===== src/rtl/nvs_pkg.sv =====
// package of timing counts, state codes and command kinds for the store/recall sequencer
package nvs_pkg;
  // clock rate in MHz; counts below convert printed times to cycles
  localparam int CLK_MHZ = 10;
  localparam int CNT_W = 18;
  // printed times, in their own unit
  localparam int POWERUP_RECALL_TIME_MS = 20;
  localparam int STORE_CYCLE_TIME_MS = 8;
  localparam int WRITE_GRACE_TIME_NS = 25;
  localparam int SAVE_REQUEST_PULSE_MIN_NS = 15;
  localparam int SOFT_SEQUENCE_TIME_US = 100;
  localparam int RECALL_CYCLE_TIME_US = 200;
  localparam int PIN_HIGH_DRIVE_TIME_NS = 500;
  // longest times round down, least times round up, never below one cycle
  localparam int PWRUP_CYC = POWERUP_RECALL_TIME_MS * 1000 * CLK_MHZ * 1000 / 1000;
  localparam int STORE_CYC = STORE_CYCLE_TIME_MS * 1000 * CLK_MHZ;
  localparam int GRACE_RAW = WRITE_GRACE_TIME_NS * CLK_MHZ / 1000;
  localparam int GRACE_CYC = (GRACE_RAW < 1) ? 1 : GRACE_RAW;
  localparam int PULSE_RAW = (SAVE_REQUEST_PULSE_MIN_NS * CLK_MHZ + 999) / 1000;
  localparam int PULSE_MIN_CYC = (PULSE_RAW < 1) ? 1 : PULSE_RAW;
  localparam int SOFT_CYC = SOFT_SEQUENCE_TIME_US * CLK_MHZ;
  localparam int RECALL_CYC = RECALL_CYCLE_TIME_US * CLK_MHZ;
  localparam int HIGH_RAW = PIN_HIGH_DRIVE_TIME_NS * CLK_MHZ / 1000;
  localparam int HIGH_CYC = (HIGH_RAW < 1) ? 1 : HIGH_RAW;
  // automatic save is armed after reset
  localparam logic AUTO_SAVE_RST = 1'b1;

  // gray codes along the power-up, idle, save, push-high, resume path
  typedef enum logic [3:0] {
    S_DOWN = 4'h0,
    S_PUREC = 4'h1,
    S_IDLE = 4'h3,
    S_SOFT = 4'h2,
    S_GRACE = 4'h6,
    S_SAVE = 4'h7,
    S_PUSH = 4'h5,
    S_RESUME = 4'h4,
    S_RECALL = 4'hc
  } nvs_state_t;

  typedef enum logic [1:0] {
    K_SAVE = 2'h0,
    K_RECALL = 2'h1,
    K_AUTO_ON = 2'h2,
    K_AUTO_OFF = 2'h3
  } nvs_kind_t;
endpackage


===== src/rtl/nvs_tmr_if.sv =====
// interface between the sequencer and its cycle timer
`timescale 1ns/100ps
interface nvs_tmr_if #(parameter int W = nvs_pkg::CNT_W);
  logic load;
  logic [W-1:0] count;
  logic done;
  modport ctrl (output load, output count, input done);
  modport tmr (input load, input count, output done);
endinterface


===== src/rtl/nvs_seq.sv =====
// sequencer for sram to nonvolatile save and recall, with the store-request/busy pin
`timescale 1ns/100ps
module nvs_seq
  import nvs_pkg::*;
#(
  parameter int PWRUP_CYCLES = PWRUP_CYC,
  parameter int STORE_CYCLES = STORE_CYC
)
(
  input wire logic mclk,
  input wire logic reset_n,
  input wire logic supplyOk,
  input wire logic cmdSave,
  input wire logic cmdRecall,
  input wire logic cmdAutoOn,
  input wire logic cmdAutoOff,
  input wire logic sramWrite,
  input wire logic storeReqIn,
  output logic storeReqOut,
  output logic storeReqOe_n,
  output logic accessEnable,
  output logic writeEnable,
  output logic ioLockout,
  output logic saveActive,
  output logic recallActive,
  output logic autoSaveOn,
  output logic modified
);
  nvs_state_t state;
  nvs_state_t next_state;
  nvs_kind_t kind;
  logic next_modified;
  logic saveDone;
  logic recallDone;
  logic softDone;

  nvs_tmr_if #(.W(CNT_W)) tmr ();

  nvs_timer u_timer (
    .mclk(mclk),
    .reset_n(reset_n),
    .t(tmr)
  );

  ////////////////////////////////////////////////////////////////////////////
  // next state and timer loads; every timed phase loads on entry
  always_comb
  begin
    next_state = state;
    tmr.load = 1'b0;
    tmr.count = '0;
    case (state)
      S_DOWN:
      begin
        if (supplyOk)
        begin
          next_state = S_PUREC;
          tmr.load = 1'b1;
          tmr.count = CNT_W'(PWRUP_CYCLES);
        end
      end
      S_PUREC:
      begin
        if (!supplyOk)
          next_state = S_DOWN;
        else if (tmr.done)
        begin
          next_state = S_PUSH;
          tmr.load = 1'b1;
          tmr.count = CNT_W'(HIGH_CYC);
        end
      end
      S_IDLE:
      begin
        if (!supplyOk)
        begin
          // power loss: save only if armed and something was written
          if (autoSaveOn && modified)
          begin
            next_state = S_GRACE;
            tmr.load = 1'b1;
            tmr.count = CNT_W'(GRACE_CYC);
          end
          else
            next_state = S_DOWN;
        end
        else if (!storeReqIn)
        begin
          // one sampled low cycle is enough to register a request
          if (modified)
          begin
            next_state = S_GRACE;
            tmr.load = 1'b1;
            tmr.count = CNT_W'(GRACE_CYC);
          end
          else
            next_state = S_RESUME;
        end
        else if (cmdSave || cmdRecall || cmdAutoOn || cmdAutoOff)
        begin
          next_state = S_SOFT;
          tmr.load = 1'b1;
          tmr.count = CNT_W'(SOFT_CYC);
        end
      end
      S_SOFT:
      begin
        // a command needs the supply to stay up to take effect
        if (!supplyOk)
          next_state = S_DOWN;
        else if (tmr.done)
        begin
          case (kind)
            K_SAVE:
            begin
              next_state = S_SAVE;
              tmr.load = 1'b1;
              tmr.count = CNT_W'(STORE_CYCLES);
            end
            K_RECALL:
            begin
              next_state = S_RECALL;
              tmr.load = 1'b1;
              tmr.count = CNT_W'(RECALL_CYC);
            end
            default:
              next_state = S_IDLE;
          endcase
        end
      end
      S_GRACE:
      begin
        if (tmr.done)
        begin
          next_state = S_SAVE;
          tmr.load = 1'b1;
          tmr.count = CNT_W'(STORE_CYCLES);
        end
      end
      S_SAVE:
      begin
        // a save runs to the end even on falling supply (held up by the capacitor)
        if (tmr.done)
        begin
          if (supplyOk)
          begin
            next_state = S_PUSH;
            tmr.load = 1'b1;
            tmr.count = CNT_W'(HIGH_CYC);
          end
          else
            next_state = S_DOWN;
        end
      end
      S_RECALL:
      begin
        if (!supplyOk)
          next_state = S_DOWN;
        else if (tmr.done)
        begin
          next_state = S_PUSH;
          tmr.load = 1'b1;
          tmr.count = CNT_W'(HIGH_CYC);
        end
      end
      S_PUSH:
      begin
        if (tmr.done)
          next_state = S_RESUME;
      end
      S_RESUME:
      begin
        if (!supplyOk)
          next_state = S_DOWN;
        else if (storeReqIn)
          next_state = S_IDLE;
      end
      default:
        next_state = S_DOWN;
    endcase
  end

  ////////////////////////////////////////////////////////////////////////////
  // state register; reset waits for the supply as on a cold start
  always_ff @(posedge mclk)
  begin
    if (!reset_n)
      state <= S_DOWN;
    else
      state <= next_state;
  end

  ////////////////////////////////////////////////////////////////////////////
  // command kind, latched as the soft sequence starts; save has priority
  always_ff @(posedge mclk)
  begin
    if (!reset_n)
      kind <= K_SAVE;
    else if (state == S_IDLE && next_state == S_SOFT)
    begin
      if (cmdSave)
        kind <= K_SAVE;
      else if (cmdRecall)
        kind <= K_RECALL;
      else if (cmdAutoOn)
        kind <= K_AUTO_ON;
      else
        kind <= K_AUTO_OFF;
    end
  end

  // automatic save enable, changed only when its soft sequence completes
  always_ff @(posedge mclk)
  begin
    if (!reset_n)
      autoSaveOn <= AUTO_SAVE_RST;
    else if (softDone && kind == K_AUTO_ON)
      autoSaveOn <= 1'b1;
    else if (softDone && kind == K_AUTO_OFF)
      autoSaveOn <= 1'b0;
  end

  ////////////////////////////////////////////////////////////////////////////
  // completion events of the timed phases
  assign saveDone = (state == S_SAVE) && tmr.done;
  assign recallDone = (state == S_PUREC || state == S_RECALL) && tmr.done;
  assign softDone = (state == S_SOFT) && tmr.done && supplyOk;

  // a write landing on the completion cycle keeps the flag set, so it is not lost
  always_comb
  begin
    next_modified = modified;
    if (saveDone || recallDone)
      next_modified = 1'b0;
    if (sramWrite && writeEnable)
      next_modified = 1'b1;
  end

  always_ff @(posedge mclk)
  begin
    if (!reset_n)
      modified <= 1'b0;
    else
      modified <= next_modified;
  end

  ////////////////////////////////////////////////////////////////////////////
  // access gating; only idle with good supply and released pin lets traffic in
  assign accessEnable = (state == S_IDLE) && supplyOk && storeReqIn;
  // grace phase lets a write already under way finish
  assign writeEnable = accessEnable || (state == S_GRACE);
  assign ioLockout = !accessEnable;
  assign saveActive = (state == S_SAVE);
  assign recallActive = (state == S_PUREC) || (state == S_RECALL);

  ////////////////////////////////////////////////////////////////////////////
  // pin driver: low as busy during cycles, briefly high after, else released
  always_comb
  begin
    storeReqOut = 1'b1;
    storeReqOe_n = 1'b1;
    case (state)
      S_SAVE, S_RECALL, S_PUREC:
      begin
        storeReqOut = 1'b0;
        storeReqOe_n = 1'b0;
      end
      S_PUSH:
      begin
        storeReqOut = 1'b1;
        storeReqOe_n = 1'b0;
      end
      default:
      begin
        storeReqOut = 1'b1;
        storeReqOe_n = 1'b1;
      end
    endcase
  end
endmodule // nvs_seq


===== src/rtl/nvs_timer.sv =====
// down-counting cycle timer used for every timed phase
`timescale 1ns/100ps
module nvs_timer
  import nvs_pkg::*;
(
  input wire logic mclk,
  input wire logic reset_n,
  nvs_tmr_if.tmr t
);
  logic [CNT_W-1:0] cnt;

  ////////////////////////////////////////////////////////////////////////////
  // a load of n makes done rise n-1 edges later, so the phase lasts n cycles
  always_ff @(posedge mclk)
  begin
    if (!reset_n)
      cnt <= '0;
    else if (t.load)
      cnt <= t.count;
    else if (cnt != '0)
      cnt <= cnt - 1'b1;
  end

  // done must not look at load: the sequencer loads on done, which would close a zero-delay loop
  assign t.done = (cnt == {{(CNT_W-1){1'b0}}, 1'b1});
endmodule // nvs_timer


===== config.mk =====
export PLATFORM = sky130hd
export DESIGN_NAME = nvs_seq
export DESIGN_NICKNAME = d
export VERILOG_FILES = /design/src/rtl/nvs_pkg.sv /design/src/rtl/nvs_tmr_if.sv /design/src/rtl/nvs_seq.sv /design/src/rtl/nvs_timer.sv
export SDC_FILE = /design/constraint.sdc
export NUM_CORES = 1
export LEC_CHECK = 0
export ABC_AREA = 0
export BUFFER_PORTS_ARGS = -buffer_cell sky130_fd_sc_hd__buf_4
export CAP_MARGIN = 5
export CORE_MARGIN = 8
export CORE_UTILIZATION = 35
export DETAILED_ROUTE_END_ITERATION = 12
export PLACE_DENSITY_LB_ADDON = 0.15
export REMOVE_ABC_BUFFERS = 1
export SLEW_MARGIN = 20
export SYNTH_ARGS = -nofsm -noshare
export SYNTH_HDL_FRONTEND = slang
export SYNTH_SLANG_ARGS = --single-unit

===== constraint.sdc =====
create_clock -name mclk -period 2 [get_ports mclk]
set_input_delay 0 -clock mclk [delete_from_list [all_inputs] [get_ports mclk]]
set_output_delay 0 -clock mclk [all_outputs]
set_load 0.005 [all_outputs]

======== After elaboration in Yosys (flattened, before gate mapping) ========
Cells that the tools add are included.
Widths: inputs -> output; s select.
operators by class
  $mul .................................... 0
  div/mod/pow operators ................... 0
  magnitude comparators ................... 0
  equality and inequality tests ........... 13
  reduce and logical (&&, ||, !) cells .... 28
  add/sub/neg operators ................... 1
  bitwise gates (word level) .............. 1
  muxes and demuxes ....................... 55
  shift operators ......................... 0
operator list
  cell                   number
  $pmux 18 s6            1
  $mux 18                5
  $mux 4                 13
  $mux 17                3
  $pmux 17 s2            1
  $pmux 4 s8             1
  $mux 1                 19
  $eq 18x1->1 const B    1
  $mux 3                 6
  $reduce_bool 18->1     1
  $sub 18x1->18 const B  1
  $eq 4x3->1 const B     4
  $eq 4x2->1 const B     3
  $logic_and 1x1->1      11
  $mux 10                1
  $pmux 4 s2             1
  $logic_or 1x1->1       6
  $mux 2                 3
  $pmux 1 s6             1
  $reduce_or 2->1        3
  $eq 2x2->1 const B     2
  $eq 4x1->1 const B     1
  $eq 4x4->1 const B     1
  $logic_not 4->1        1
  7 further kinds        8
word-level totals
  memory bits (read-only) ................. 0
  memories ................................ 0
  input port bits ......................... 9
  output and inout port bits .............. 9
  bits in writable memories ............... 0
  bits in latches ......................... 0
  word-level logic and storage cells ...... 103
  bits in registers ....................... 26

======== Logic depth before layout (Yosys ltp) ========
Gate-level depths: netlist (run 1).
  depth after elaboration ................. 9
  gate-level depth with buffers ........... 8

======== By module ========
From an unflattened synthesis (run 1), not the netlist that was laid out.
second synthesis, totals
  cell total of the unflattened synthesis .. 237
  area, all modules ....................... 1808.0 um^2
modules (own cells, without submodules)
  module     area an instance (um^2)  instances  cells each  seq. area each (um^2)
  nvs_timer  1002.2                   1          125         360.3
  nvs_seq    805.8                    1          112         160.2

======== Worst setup path after synthesis (run 1) ========
Ideal clock, no wire load.
  kind .................................... reg-to-reg
  from .................................... register state[2]
  to ...................................... register u_timer.cnt[10]
  cell stages (with the launch flop) ...... 8
  arrival time ............................ 1801 ps
  path slack .............................. 124 ps
  library setup time ...................... 74 ps
  path through ............................ dfxtp_1 buf_6 or4b_1 a31oi_4 a31oi_4 a41o_1 buf_6 a31oi_1
on the way
  word-level cells in the longest chain between the ends .. 4
  elaborated cells on any way between the ends .. 12
  classes of those cells .................. eq/ne: 6; mux: 3; reduce/logical: 3
RTL lines
  element                                       RTL line         RTL
  from (decl)                                   nvs_seq.sv:29    nvs_state_t state;
  from (signal assigned)                        nvs_seq.sv:190   state <= next_state;
  $eq 4x1->1 or $eq 4x4->1 (tied branches)      nvs_seq.sv:52    case (state)
  $reduce_or 2->1 (no source line)              -
  $pmux 18 s6 or $pmux 1 s6 (tied branches)     nvs_seq.sv:52
  $mux 18 or $reduce_bool 2->1 (tied branches)  -
  to (signal assigned)                          nvs_timer.sv:19  cnt <= t.count;
  to (signal assigned)                          nvs_timer.sv:21  cnt <= cnt - 1'b1;
  to (decl)                                     nvs_timer.sv:10  logic [CNT_W-1:0] cnt;
Several ways; a longest one is shown, not always the timed one.
A chain may end at the register's enable or synchronous reset.

======== Worst setup path after layout (run 1) ========
Ends and elaborated chain as after synthesis.

==> impl_metrics.tcl, run 1 <==
set metrics [dict create \
    dpl.hpwl_mm 4.04 \
    synthArstFlopShare_pct 0 \
    grt_start_max_net_pins 16 \
    cts_buffer_depth 2 \
    hold_viol 0 \
    rr_startpoint "state[2]$_SDFF_PN0_" \
    worst_pin_slew_ns 0.490 \
    setup_violations 0 \
    fin_crit_ns 1.90 \
    final_nets 286 \
    combPwrFrac_pct 41.6 \
    ys_seq_area_share_pct 29.0 \
    final_cells 343 \
    coreArea_sq_um 5040 \
    htree_levels 1 \
    antenna_found_initial 0 \
    p_seq_share_pct 34.4 \
    grt_pass1_wl_mm 8.68 \
    synth_area_sq_um 1800 \
    drtAntennaViolNets 0 \
    endpoint_kind "flop" \
    nFillCells 514 \
    drv_slew 0 \
    dieWidth_um 87.7 \
    routed_wl_mm 5.28 \
    drc 0 \
    groute.usage.overall_pct 14.1 \
    antenna_cells 0 \
    crit_required_ns 2.21 \
    finalCritPeriodShare_pct 95.2 \
    holdPathStages 3 \
    switching_share_pct 34.4 \
    crit_path_max_incr_delay_ns 0.61 \
    p_clk_share_pct 23.9 \
    area.growth.synth_to_final_pct 29.7 \
    max_freq_ghz 0.525 \
    num_io_pins 18 \
    synthCells 228 \
    ys_top_cells_by_count "26 x dfxtp_1, 20 x nand3_1, 19 x nor2_1" \
    power_density_nw_per_um2 822 \
    p_int_w 0.00126 \
    yosys_most_used_dff "dfxtp_1" \
    io_buffers 17 \
    cap_violations 0 \
    grt_overflow 0 \
    clkTransAtPathRegs_ns 0.10 \
    crit_type "flop to flop" \
    wl_per_cell_um 15.4 \
    p_leak_nw 0.919 \
    slowest_stage "or4b_1" \
    rows 26 \
    synthDominantCellAreaShare_pct 29.0 \
    firstDrtPassIters 4 \
    dp.cells 335 \
    finalHoldWorstSlack_ns 0.0173 \
    gp_congestion 0.846 \
    start_kind "flop" \
    relSlewSlack_pct 67.3 \
    skew_ns 0.00145 \
    cp_max_fo 10 \
    min_from "supplyOk" \
    initial_core_util_pct 35.6 \
    synth-edff-count 0 \
    synthDistinctLibCells 56 \
    yosysMostFrequentCell "dfxtp_1" \
    vias_per_cell 5.38 \
    final.setup.tns_ns 0 \
    crit_start "state[2]$_SDFF_PN0_" \
    reg2reg_depth 5 \
    synth_area_leaders "dfxtp_1 29%, xnor2_1 6.3%, nand3_1 5.6%" \
    cts_tree "done" \
    die_h_um 87.7 \
    ys_ff_latch 26 \
    hp-class "input pin to flop" \
    arrival_ns 2.12 \
    cts_setup_buffers 0 \
    grt_setup_unrepaired "false" \
    drive_above_1_share_pct 24.9 \
    synth_top_area_cell "dfxtp_1" \
    synth.yosys.warnings 0 \
    cp_common_cell "a31oi_4" \
    status "finished, final reports clean" \
    avgSynthCellArea_sq_um 7.88 \
    ir_drop_mv 0.295 \
    dieArea_sq_um 7680 \
    total_power_w 0.00192 \
    drtIter0Drc 134 \
    clkSinkCount 26 \
    clkLatencyLatePin_ns 0.28 \
    final_core_util_pct 46.2 \
    power_switching_w 0.000658 \
    crit_path_cell_trace "or4b_1 > a31oi_4 > a31oi_4 > a41o_2 > a31oi_1" \
    grt_pass1_vias 1725 \
    vias 1845 \
    root_buffer "clkbuf_8" \
    cts_inserted_buffers 3 \
]
[worst max-delay path: cells and delay by family (launching register included)]
kind,cells,cell delay [ns]
compound gates,4,0.84
simple gates,1,0.61
flops,1,0.38
[layout make-up]
class | instances | area, sq um | share of cell area [%]
Tap cell | 70 | 87.6 | 3.76
Inverter | 10 | 37.5 | 1.61
Clock buffer | 3 | 41.3 | 1.77
Timing Repair Buffer | 54 | 415 | 17.8
Clock inverter | 1 | 30.0 | 1.29
Sequential cell | 26 | 523 | 22.4
Multi-Input combinational cell | 179 | 1190 | 51.3
[cells by family (layout without fill, tap and decap cells)]
| logic type | count (synthesis) | count (layout) | synth area share [%] |
|---|---|---|---|
| AO/OA/AOI/OAI | 59 | 59 | 23.1 |
| buffers and inverters | 23 | 68 | 6.41 |
| adder cells (fa/ha/maj) | 3 | 3 | 2.09 |
| AND/OR/NAND/NOR | 101 | 101 | 31.5 |
| multiplexers | 1 | 1 | 0.557 |
| flip-flops | 26 | 26 | 29.0 |
| XOR/XNOR | 15 | 15 | 7.31 |
[per-stage QoR]
| step | cell area, sq um | worst slack (ns) |
|---|---|---|
| 2_1_floorplan | 1720 | -0.103 |
| 3_3_place_gp | 2180 | 0.0327 |
| 3_5_place_dp | 2180 | -0.0117 |
| 4_1_cts | 2290 | 0.0270 |
| 5_1_grt | 2330 | 0.0117 |
| 6_report | 2330 | 0.0966 |
[state kept, by name, indices dropped and copies added (netlist names)]
| name | count |
|---|---|
| u_timer.cnt | 18 |
| state | 4 |
| kind | 2 |
| autoSaveOn | 1 |
| modified | 1 |
[power by group through the flow]
stage	logic, W	registers (W)	clock network [W]
global placement	0.000770	0.000662	0
CTS	0.000776	0.000652	0.000466
global route	0.000870	0.000670	0.000481
detailed placement	0.000763	0.000663	0
finish	0.000797	0.000659	0.000459
floorplan	0.000469	0.000659	0
[path summary, 6_finish.rpt]
kind         slack, ns                            to
max                0.1  u_timer.cnt[10]$_SDFFE_PN0P_
min               0.02           state[3]$_SDFF_PN0_
max reg2reg        0.1  u_timer.cnt[10]$_SDFFE_PN0P_
min reg2reg       0.51         modified$_SDFFE_PN0P_
[timing repair]
action	CTS	global route
gates resized for setup	1	10
endpoints found under the hold margin	3	0
pin swaps	0	0
setup endpoints to repair	8	16
hold buffers	4	0
[placed cells by master, fill, tap and decap left out, drive strengths merged, types with 8 or more instances in the layout]
master / Yosys / final
a21oi: 18 / 18
dfxtp: 26 / 26
nand2: 17 / 17
buf: 9 / 50
xnor2: 13 / 13
nand4: 8 / 8
inv: 9 / 9
a31oi: 8 / 8
nand3: 20 / 20
o21ai: 9 / 9
nor2: 19 / 19
[metal layers]
layer	global-route usage (%)	up-vias	routed length, um
met5	0	-	0
met4	2.81	0	34
met3	1.97	4	287
met2	22.7	52	2410
met1	19.4	850	2540
li1	-	939	-
Power figures use the tool's default switching activity.
==> run 2: changes to the inputs <==
==> constraint.sdc (replaced) <==
create_clock -name mclk -period 2.4 [get_ports mclk]
set_input_delay 0 -clock mclk [delete_from_list [all_inputs] [get_ports mclk]]
set_output_delay 0 -clock mclk [all_outputs]
set_load 0.005 [all_outputs]
==> impl_metrics.tcl, run 2 (synthesized netlist as in run 1, its figures left out) <==
set metrics [dict create \
    final_nets 265 \
    dpl.hpwl_mm 3.82 \
    grt_overflow 0 \
    ir_drop_mv 0.267 \
    skew_ns 0.00426 \
    largest_register "u_timer.cnt" \
    grt_start_max_net_pins 16 \
    cts_resized 0 \
    cts_buffer_depth 2 \
    final_core_util_pct 42.3 \
    gp_congestion 0.789 \
    drtAntennaViolNets 0 \
    cts_setup_buffers 0 \
    drc 0 \
    wl_per_cell_um 15.9 \
    drv_slew 0 \
    dieArea_sq_um 7680 \
    crit_path_cell_trace "or4bb_1 > a31oi_4 > a31oi_4 > a41o_1 > a31oi_1" \
    hp-class "input pin to flop" \
    hold_viol 0 \
    groute.usage.overall_pct 14.0 \
    cp_max_fo 15 \
    antenna_cells 0 \
    initial_core_util_pct 35.6 \
    drive_above_1_share_pct 16.3 \
    routed_wl_mm 5.11 \
    p_int_w 0.000972 \
    vias_per_cell 5.60 \
    endpoint_kind "flop" \
    final_common_cell "buf_4" \
    vias 1804 \
    crit_required_ns 2.61 \
    worst_pin_slew_ns 0.505 \
    dieWidth_um 87.7 \
    grt_setup_unrepaired "false" \
    drtIter0Drc 113 \
    start_kind "flop" \
    finalCritPeriodShare_pct 88.7 \
    p_seq_share_pct 37.2 \
    p_clk_share_pct 25.2 \
    switching_share_pct 34.5 \
    p_leak_nw 0.807 \
    cp_common_cell "a31oi_4" \
    clkTransAtPathRegs_ns 0.10 \
    grt_pass1_vias 1699 \
    setup_violations 0 \
    root_buffer "clkbuf_8" \
    combPwrFrac_pct 37.6 \
    status "finished, final reports clean" \
    antenna_found_initial 0 \
    cts_inserted_buffers 3 \
    fin_crit_ns 2.13 \
    final_cell_area_sq_um 2130 \
    firstDrtPassIters 4 \
    top_regs "u_timer.cnt: 18 flops, state: 4 flops, kind: 2 flops" \
    io_buffers 17 \
    area.growth.synth_to_final_pct 18.6 \
    cap_violations 0 \
    path_delay_family "compound AO/OA/AOI/OAI gates" \
    layout_common_cells "31 x buf_4, 26 x dfxtp_1, 20 x nand3_1, 19 x nor2_1, 18 x a21oi_1" \
    power_density_nw_per_um2 697 \
    cts_tree "done" \
    arrival_ns 2.34 \
    largest_reg_flops 18 \
    htree_levels 1 \
    max_freq_ghz 0.470 \
    slowest_stage "or4bb_1" \
    crit_path_max_incr_delay_ns 0.59 \
    clkSinkCount 26 \
    die_h_um 87.7 \
    clkLatencyLatePin_ns 0.27 \
    final.setup.tns_ns 0 \
    rows 26 \
    num_io_pins 18 \
    dpl_cell_area_sq_um 2040 \
    total_power_w 0.00149 \
    coreArea_sq_um 5040 \
    grt_pass1_wl_mm 8.65 \
    relSlewSlack_pct 65.4 \
    power_switching_w 0.000513 \
    crit_type "flop to flop" \
    cp.buffers_inverters 0 \
]
==> run 2: metal layers <==
metal	vias up	part of all wire [%]	GRT usage, %	wire (um)
li1	898	-	-	-
met3	2	4.3	1.69	220
met4	0	0.43	3.28	22
met5	-	0	0	0
met1	858	49	19.6	2510
met2	46	46	22.0	2350
==> run 2: metrics by stage <==
step                setup WS, ns  hold WS [ns]  instances
finish                     0.270        0.0144        322
global route              0.0946        0.0418        322
CTS                        0.296        0.0134        322
detailed placement         0.315         0.251        316
global placement           0.347         0.258        316
floorplan                  0.297        0.0889        215
==> run 2: timing repair <==
item | CTS | global route
endpoints found under the setup margin | 0 | 0
endpoints found under the hold margin | 2 | 0
hold buffers | 2 | 0
==> run 2: worst paths after layout <==
| kind | startpoint | end | slack [ns] | cells after the start |
|---|---|---|---|---|
| worst max register to register | state[3]$_SDFF_PN0_ | u_timer.cnt[11]$_SDFFE_PN0P_ | 0.27 | 5 |
| worst min register to register | modified$_SDFFE_PN0P_ | modified$_SDFFE_PN0P_ | 0.52 | 2 |
| worst max-delay path | state[3]$_SDFF_PN0_ | u_timer.cnt[11]$_SDFFE_PN0P_ | 0.27 | 5 |
| worst min-delay path | cmdSave | kind[1]$_SDFFE_PN0P_ | 0.01 | 3 |
==> run 2: final cells by class <==
| cell class | instances | area [sq um] |
|---|---|---|
| clock buffer | 3 | 41.3 |
| timing repair buffer | 33 | 253 |
| inverter | 10 | 37.5 |
| sequential | 26 | 520 |
| tap | 70 | 87.6 |
| multi-input combinational | 179 | 1160 |
| clock inverter | 1 | 30.0 |
| fill | 527 | 2910 |
==> run 2: power by group through the flow <==
stage	registers, W	clock network (W)	logic, W
3_3_place_gp	0.000562	0	0.000558
6_report	0.000553	0.000374	0.000558
5_1_grt	0.000561	0.000394	0.000619
3_5_place_dp	0.000562	0	0.000549
4_1_cts	0.000552	0.000378	0.000557
2_1_floorplan	0.000549	0	0.000390
==> run 2: tightest hold or removal path, cell delays in order <==
cell	delay, ns
buf_4	0.09
o31a_1	0.13
nor2_1	0.04
